`src/logic/pmsa_pkg.sv`:
```
// Constants and types for the management status and advertisement register bank
// Behaviour
// - 100BASE-TX full and half duplex ability read 1, 0 under ten-meg-only strap.
// - 10BASE-T full and half duplex ability bits always read 1.
// - Status bits 15 and 10:7 read zero; writes do nothing.
// - Preamble suppression bit reads 0; every frame needs the full preamble.
// - Negotiation-complete bit follows the negotiation done input, resets to 0.
// - Remote fault status bit follows the detected fault, resets to 0.
// - Auto-negotiation ability bit always reads 1.
// - Link status bit reads link validity, latches low, resets to 0.
// - Jabber bit latches high on jabber, used in 10BASE-T, resets to 0.
// - Extended capability bit always reads 1.
// - Fixed identifier split over registers 2 (upper) and 3 (lower), both constant.
// - Advertisement next-page bit and bit 14 read constant 0.
// - Advertisement remote fault bit is writable, resets to 0.
// - Technology ability field bits 12:5 writable, resets to 00101111.
// - Selector field bits 4:0 read only, fixed at 00001.
// - Partner page captured read only: next page, fault, ability, selector.
// - Partner acknowledge bit set once the partner page is received.
// - Latch-low and latch-high bits hold their state after the event.
package pmsa_pkg;
    // Management frame framing
    localparam logic [5:0] PRE_LEN = 6'h20;
    localparam logic [3:0] HDR_LAST = 4'hB;
    localparam logic [3:0] DATA_LAST = 4'hF;
    localparam logic [1:0] OP_RD = 2'h2;
    localparam logic [1:0] OP_WR = 2'h1;
    // Register addresses
    localparam logic [4:0] REG_STATUS = 5'h01;
    localparam logic [4:0] REG_ID_UP = 5'h02;
    localparam logic [4:0] REG_ID_LO = 5'h03;
    localparam logic [4:0] REG_ADV = 5'h04;
    localparam logic [4:0] REG_LP = 5'h05;
    // Identifier values, arbitrary
    localparam logic [15:0] ID_UPPER = 16'h1234;
    localparam logic [15:0] ID_LOWER = 16'h5678;
    // Advertisement layout
    localparam logic [15:0] ADV_RST = 16'h05E1;
    localparam logic [15:0] ADV_WMASK = 16'h3FE0;
    localparam logic [4:0] ADV_SEL = 5'h01;
    localparam int LP_ACK = 14;
    // Status bit positions
    localparam int ST_TX_FD = 14;
    localparam int ST_TX_HD = 13;
    localparam int ST_T_FD = 12;
    localparam int ST_T_HD = 11;
    localparam int ST_PRE_SUP = 6;
    localparam int ST_AN_DONE = 5;
    localparam int ST_RFAULT = 4;
    localparam int ST_AN_ABLE = 3;
    localparam int ST_LINK = 2;
    localparam int ST_JAB = 1;
    localparam int ST_EXT = 0;
    localparam logic [15:0] ST_RSVD_MASK = 16'h8780;

    typedef enum logic [2:0] {
        PMSA_PRE = 3'h0,
        PMSA_ST = 3'h1,
        PMSA_HDR = 3'h3,
        PMSA_TA = 3'h2,
        PMSA_DAT = 3'h6
    } pmsa_state_t;

    typedef struct packed {
        pmsa_state_t state;
        logic [5:0] pre_cnt;
        logic [3:0] cnt;
        logic [11:0] hdr;
        logic [15:0] sh;
        logic mdc_q;
        logic mdio_out;
        logic mdio_oe;
        logic strap_done;
        logic strap_q;
        logic an_done;
        logic rfault;
        logic link_lat;
        logic jab_lat;
        logic [15:0] adv;
        logic [15:0] lp;
    } pmsa_st_t;

    localparam pmsa_st_t ST_RST = '{
        state: PMSA_PRE, pre_cnt: 6'h00, cnt: 4'h0, hdr: 12'h000,
        sh: 16'h0000, mdc_q: 1'b0, mdio_out: 1'b0, mdio_oe: 1'b0,
        strap_done: 1'b0, strap_q: 1'b0, an_done: 1'b0, rfault: 1'b0,
        link_lat: 1'b0, jab_lat: 1'b0, adv: ADV_RST, lp: 16'h0000};
endpackage

```
`src/logic/pmsa_regs.sv`:
```
// Management frame slave with status, identifier and advertisement registers
`timescale 1ns/100ps
`default_nettype none
module pmsa_regs
(
    input wire logic sys_clk,
    input wire logic nrst,
    input wire logic mdc,
    input wire logic mdio_in,
    output logic mdio_out,
    output logic mdio_oe,
    input wire logic [4:0] phy_addr,
    input wire logic ten_meg_only_advert_strap,
    input wire logic an_complete,
    input wire logic remote_fault_det,
    input wire logic link_valid,
    input wire logic jabber_det,
    input wire logic lp_page_valid,
    input wire logic [15:0] lp_page,
    output logic [15:0] adv_page
);
    import pmsa_pkg::*;

    // ==========================================================
    // Helpers
    function automatic logic [15:0] rd_mux(
        input logic [4:0] a,
        input logic [15:0] stat,
        input logic [15:0] adv,
        input logic [15:0] lp
    );
        logic [15:0] r;
        r = 16'h0000;
        case (a)
            REG_STATUS: r = stat;
            REG_ID_UP: r = ID_UPPER;
            REG_ID_LO: r = ID_LOWER;
            REG_ADV: r = adv;
            REG_LP: r = lp;
            default: r = 16'h0000;
        endcase
        return r;
    endfunction

    function automatic logic [15:0] adv_fix(input logic [15:0] d);
        return (d & ADV_WMASK) | {11'h000, ADV_SEL};
    endfunction

    // ==========================================================
    // State
    pmsa_st_t st;
    pmsa_st_t nx;
    logic rise;
    logic [11:0] hdr_n;
    logic [15:0] stat_w;
    logic [15:0] rd_w;
    logic [15:0] wr_w;
    logic rd_load;
    logic rd_stat;

    assign mdio_out = st.mdio_out;
    assign mdio_oe = st.mdio_oe;
    assign adv_page = st.adv;

    // ==========================================================
    // Status word
    always_comb
    begin
        stat_w = 16'h0000;
        stat_w[ST_TX_FD] = ~st.strap_q;
        stat_w[ST_TX_HD] = ~st.strap_q;
        stat_w[ST_T_FD] = 1'b1;
        stat_w[ST_T_HD] = 1'b1;
        stat_w[ST_AN_DONE] = st.an_done;
        stat_w[ST_RFAULT] = st.rfault;
        stat_w[ST_AN_ABLE] = 1'b1;
        stat_w[ST_LINK] = st.link_lat;
        stat_w[ST_JAB] = st.jab_lat;
        stat_w[ST_EXT] = 1'b1;
    end

    // ==========================================================
    // Next state
    always_comb
    begin
        nx = st;
        rise = mdc & ~st.mdc_q;
        hdr_n = {st.hdr[10:0], mdio_in};
        wr_w = {st.sh[14:0], mdio_in};
        rd_w = rd_mux(st.hdr[4:0], stat_w, st.adv, st.lp);
        rd_load = 1'b0;
        nx.mdc_q = mdc;
        if (!st.strap_done)
        begin
            nx.strap_done = 1'b1;
            nx.strap_q = ten_meg_only_advert_strap;
        end
        nx.an_done = an_complete;
        nx.rfault = remote_fault_det;
        nx.link_lat = st.link_lat & link_valid;
        nx.jab_lat = st.jab_lat | jabber_det;
        if (lp_page_valid)
        begin
            nx.lp = lp_page;
            nx.lp[LP_ACK] = 1'b1;
        end
        if (rise)
        begin
            case (st.state)
                PMSA_PRE:
                begin
                    if (mdio_in)
                    begin
                        if (st.pre_cnt != PRE_LEN)
                        begin
                            nx.pre_cnt = st.pre_cnt + 6'h01;
                        end
                    end
                    else if (st.pre_cnt == PRE_LEN)
                    begin
                        nx.state = PMSA_ST;
                    end
                    else
                    begin
                        nx.pre_cnt = 6'h00;
                    end
                end
                PMSA_ST:
                begin
                    nx.pre_cnt = 6'h00;
                    nx.cnt = 4'h0;
                    nx.state = mdio_in ? PMSA_HDR : PMSA_PRE;
                end
                PMSA_HDR:
                begin
                    nx.hdr = hdr_n;
                    nx.cnt = st.cnt + 4'h1;
                    if (st.cnt == HDR_LAST)
                    begin
                        nx.cnt = 4'h0;
                        if (hdr_n[9:5] == phy_addr &&
                            (hdr_n[11:10] == OP_RD || hdr_n[11:10] == OP_WR))
                        begin
                            nx.state = PMSA_TA;
                        end
                        else
                        begin
                            nx.state = PMSA_PRE;
                        end
                    end
                end
                PMSA_TA:
                begin
                    nx.cnt = 4'h0;
                    if (st.cnt == 4'h0)
                    begin
                        nx.cnt = 4'h1;
                        if (st.hdr[11:10] == OP_RD)
                        begin
                            nx.mdio_oe = 1'b1;
                            nx.mdio_out = 1'b0;
                        end
                    end
                    else
                    begin
                        nx.state = PMSA_DAT;
                        if (st.hdr[11:10] == OP_RD)
                        begin
                            rd_load = 1'b1;
                            nx.sh = rd_w;
                            nx.mdio_out = rd_w[15];
                        end
                    end
                end
                PMSA_DAT:
                begin
                    nx.cnt = st.cnt + 4'h1;
                    nx.sh = wr_w;
                    if (st.hdr[11:10] == OP_RD)
                    begin
                        nx.mdio_out = st.sh[14];
                    end
                    if (st.cnt == DATA_LAST)
                    begin
                        nx.cnt = 4'h0;
                        nx.state = PMSA_PRE;
                        nx.mdio_oe = 1'b0;
                        nx.mdio_out = 1'b0;
                        if (st.hdr[11:10] == OP_WR && st.hdr[4:0] == REG_ADV)
                        begin
                            nx.adv = adv_fix(wr_w);
                        end
                    end
                end
                default:
                begin
                    nx = ST_RST;
                end
            endcase
        end
        rd_stat = rd_load && st.hdr[4:0] == REG_STATUS;
        if (rd_stat)
        begin
            // Snapshot already taken above, so a same-cycle event still shows
            nx.link_lat = link_valid;
            nx.jab_lat = jabber_det;
        end
    end

    always_ff @(posedge sys_clk or negedge nrst)
    begin
        if (!nrst)
        begin
            st <= ST_RST;
        end
        else
        begin
            st <= nx;
        end
    end
endmodule
`default_nettype wire

```
`config.mk`:
```
export PLATFORM = sky130hd
export DESIGN_NAME = pmsa_regs
export DESIGN_NICKNAME = d
export VERILOG_FILES = /design/src/logic/pmsa_pkg.sv /design/src/logic/pmsa_regs.sv
export SDC_FILE = /design/constraint.sdc
export NUM_CORES = 1
export LEC_CHECK = 0
export BUFFER_PORTS_ARGS = -buffer_cell sky130_fd_sc_hd__buf_4
export CAP_MARGIN = 20
export CORE_ASPECT_RATIO = 1.25
export CORE_MARGIN = 1.5
export CORE_UTILIZATION = 52
export CTS_CLUSTER_DIAMETER = 30
export DETAILED_ROUTE_END_ITERATION = 8
export PLACE_DENSITY = 0.73
export SLEW_MARGIN = 15
export SYNTH_ARGS = -nofsm -noshare
export SYNTH_HDL_FRONTEND = slang
export SYNTH_SLANG_ARGS = --single-unit
```
`constraint.sdc`:
```
create_clock -name sys_clk -period 2.75 [get_ports sys_clk]
set_clock_uncertainty 0.2 [all_clocks]
set_input_delay 0.1375 -clock sys_clk [delete_from_list [all_inputs] [get_ports sys_clk]]
set_output_delay 0.1375 -clock sys_clk [all_outputs]
set_load 0.02 [all_outputs]
```
==> insert_results.sql <==
INSERT INTO impl_metrics (metric_group, metric, value, unit) VALUES
('logic_synthesis', 'syn-mean-instance-area', '9.207', 'um^2'),
('logic_synthesis', 'synth_ff_type', 'dfrtp_1', ''),
('global_routing', 'antenna_violations_before_repair', '0', ''),
('drt', 'post_dr_wirelength_cell', '15.62', 'um'),
('finish', 'final_layout_size_suffix_gt1_frac', '0.1611', ''),
('logic_synthesis', 'synth.top_cells.by_area', 'dfrtp_1, mux2i_1, nor2_1', ''),
('worst_hold_path', 'hp-class', 'input pin to register', ''),
('cts', 'clk_root_buffer_cell', 'clkbuf_8', ''),
('sta', 'timing_hold_violations_final', '0', ''),
('finish', 'top_library_cells_by_usage_in_the_layout_fill_and_taps_aside', 'dfrtp_1, nor2_1, buf_4, nand2_1, o21ai_0', ''),
('sta', 'timing.final.crit_period', '2.356', 'ns'),
('logic_synthesis', 'synth-seq-area-share', '0.4726', ''),
('drt', 'routedLengthMet1', '3.710', 'mm'),
('power', 'pwr-share-seq', '0.408', ''),
('power', 'sw_frac_of_total', '0.3857', ''),
('drt', 'detail-route-antenna-nets', '0', ''),
('cts', 'max_h_tree_level', '3', ''),
('power', 'power.combinational.fraction', '0.365', ''),
('finish', 'antennaDiodeCount', '0', ''),
('drt', 'wl_met3', '388', 'um'),
('cts', 'cts-buffers-inserted', '9', ''),
('logic_synthesis', 'count_of_flip_flops_with_a_built_in_enable_after_synthesis', '0', ''),
('die', 'die_area', '8094', 'um^2'),
('sta', 'achievable-frequency', '0.4244', 'GHz'),
('drt', 'wl_met2', '4.701', 'mm'),
('finish', 'number_of_nets_in_the_layout', '509', ''),
('placement', 'dp.final_hpwl', '5.905', 'mm'),
('power', 'total_power', '4.099', 'mW'),
('critical_path', 'critPathMaxFanout', '29', ''),
('finish', 'area_delta_synth_final', '17.60', '%'),
('sta', 'worst_slew_margin_rel', '0.3760', ''),
('finish', 'fill_cells', '622', ''),
('logic_synthesis', 'synth_area', '3931', 'um^2'),
('job', 'cap_violations', '0', ''),
('die', 'core_area', '7357', 'um^2'),
('cts', 'count_of_buffers_added_by_post_cts_timing_repair_for_setup', '0', ''),
('die', 'start_util', '0.5344', ''),
('cts', 'cts_buffer_depth', '2', ''),
('power', 'p_sw', '1.581', 'mW'),
('drt', 'firstDrtPassIters', '4', ''),
('logic_synthesis', 'netlist.area_leader.share', '0.4392', ''),
('cts', 'clock_latency_late_sink', '0.35', 'ns'),
('logic_synthesis', 'asyncSetResetFlopFracSynth', '1.000', ''),
('cts', 'cts-resized-gates', '0', ''),
('drt', 'highest_layer', 'met4', ''),
('finish', 'layout.core_utilization', '0.6284', ''),
('die', 'die_y', '100.2', 'um'),
('status', 'run_status', 'completed', ''),
('sta', 'rsz0062_at_grt', 'false', ''),
('sta', 'min_period_over_period', '0.8567', ''),
('critical_path', 'cpPeakStageDelay', '0.45', 'ns'),
('critical_path', 'start_kind', 'register', ''),
('drt', 'drt-total-wl', '8.905', 'mm'),
('die', 'die-width', '80.77', 'um'),
('power', 'share_clk_of_total_power', '0.227', ''),
('drt', 'drt_first_iter_violations', '214', ''),
('critical_path', 'reg2reg_slack', '0.39', 'ns'),
('drt', 'post_drt_via_cell_ratio', '5.575', ''),
('sta', 'slew_viol_final', '0', ''),
('logic_synthesis', 'synth_top_area_cell', 'dfrtp_1', ''),
('critical_path', 'critical_path_required', '2.76', 'ns'),
('power', 'p_per_area', '886.6', 'nW/um^2'),
('critical_path', 'critical_path_arrival', '2.36', 'ns'),
('global_routing', 'via_count_of_the_first_global_routing_pass', '3035', ''),
('power', 'irDropWorstVdd', '0.0005694', 'V'),
('global_routing', 'grt_max_degree', '75', ''),
('critical_path', 'timing.critical_path.cells', 'inv_1 > ha_1 > or3b_1 > nand2b_1 > o211a_1 > nand2_1 > o22ai_1', ''),
('cts', 'cts_tree', 'yes', ''),
('drt', 'dr_total_vias', '3178', ''),
('power', 'leakage', '2.095', 'nW'),
('logic_synthesis', 'ys_seq_elements', '74', '');
cells by family (layout without fill, tap and decap cells):
logic type	after synthesis	after routing	synth area share
buf+inv	54	100	0.07702
other cells	2	7	0.001910
mux	26	26	0.06652
flops	74	74	0.4726
xor+xnor	6	6	0.01337
compound gates	97	97	0.1493
simple gates	164	164	0.2066
fa+ha+maj	4	4	0.01273
synthesized netlist by cell type (3+ instances only):
library cell,number
mux2i_1,25
ha_1,4
and2_1,3
nand4_1,3
xnor2_1,5
nor3_1,6
buf_6,3
a31oi_1,6
nand2b_1,9
o21ai_0,34
nor2_1,51
clkbuf_1,6
inv_1,16
dfrtp_1,69
nand3_1,21
a21oi_1,27
buf_2,11
dfstp_2,5
a22oi_1,9
nand2_1,43
buf_4,17
o22ai_1,5
nor2b_1,7
metrics by stage:
| stage | worst slack [ns] | area, um^2 | hold slack [ns] | cells |
|---|---|---|---|---|
| finish | 0.3940 | 4623 | 0.1343 | 570 |
| global route | 0.2011 | 4623 | 0.2288 | 570 |
| CTS | 0.4005 | 4623 | 0.1225 | 570 |
| detailed placement | 0.4393 | 4167 | 0.1424 | 531 |
| global placement | 0.4811 | 4167 | 0.1413 | 531 |
| floorplan | 0.8294 | 3950 | -0.3581 | 432 |
power groups by stage:
| stage | Sequential (mW) | Clock (mW) | Combinational, mW |
|---|---|---|---|
| 2_1_floorplan | 1.56 | 0 | 1.24 |
| 4_1_cts | 1.67 | 0.953 | 1.49 |
| 3_3_place_gp | 1.67 | 0 | 1.43 |
| 5_1_grt | 1.71 | 0.990 | 1.66 |
| 6_report | 1.67 | 0.931 | 1.50 |
| 3_5_place_dp | 1.69 | 0 | 1.45 |
layout make-up:
type                            instances  share of cell area
Clock inverter                          5             0.01705
Clock buffer                           10             0.02977
Sequential cell                        74              0.4019
Timing Repair Buffer                   69              0.1250
Inverter                               16             0.01299
Multi-Input combinational cell        304              0.3884
Tap cell                               92             0.02490
critical path, delay by kind of cell (launching register included):
family,cells,cell delay [ns]
buffers and inverters,1,0.09
AND/OR/NAND/NOR,3,0.82
AO/OA/AOI/OAI,2,0.54
adder cells (fa/ha/maj),1,0.14
flip-flops,1,0.41
worst paths after layout:
kind | startpoint | cells past startpoint | to
worst max-delay path | st[69] | 7 | st[43]
worst min-delay path | phy_addr[4] | 6 | st[80]
worst max register to register | st[69] | 7 | st[43]
worst min register to register | st[14] | 2 | st[14]
max in group asynchronous | nrst | 2 | st[79]
min in group asynchronous | nrst | 2 | st[48]
state kept, by name, summed over array words and instances (netlist names):
signal / count
adv_page: 9
hdr_n: 11
mdio_oe: 1
mdio_out: 1
st: 52
routing by layer:
| metal | GRT usage | up-vias |
|---|---|---|
| met5 | 0 | - |
| met4 | 0.1074 | 0 |
| met3 | 0.03818 | 10 |
| met2 | 0.4040 | 81 |
| met1 | 0.2913 | 1542 |
| li1 | - | 1545 |
what timing repair did:
action	in CTS	in global routing
hold endpoints to repair	95	0
hold buffers	24	0
setup endpoints to repair	0	0
Note: power is estimated with default switching activity, not from simulation.
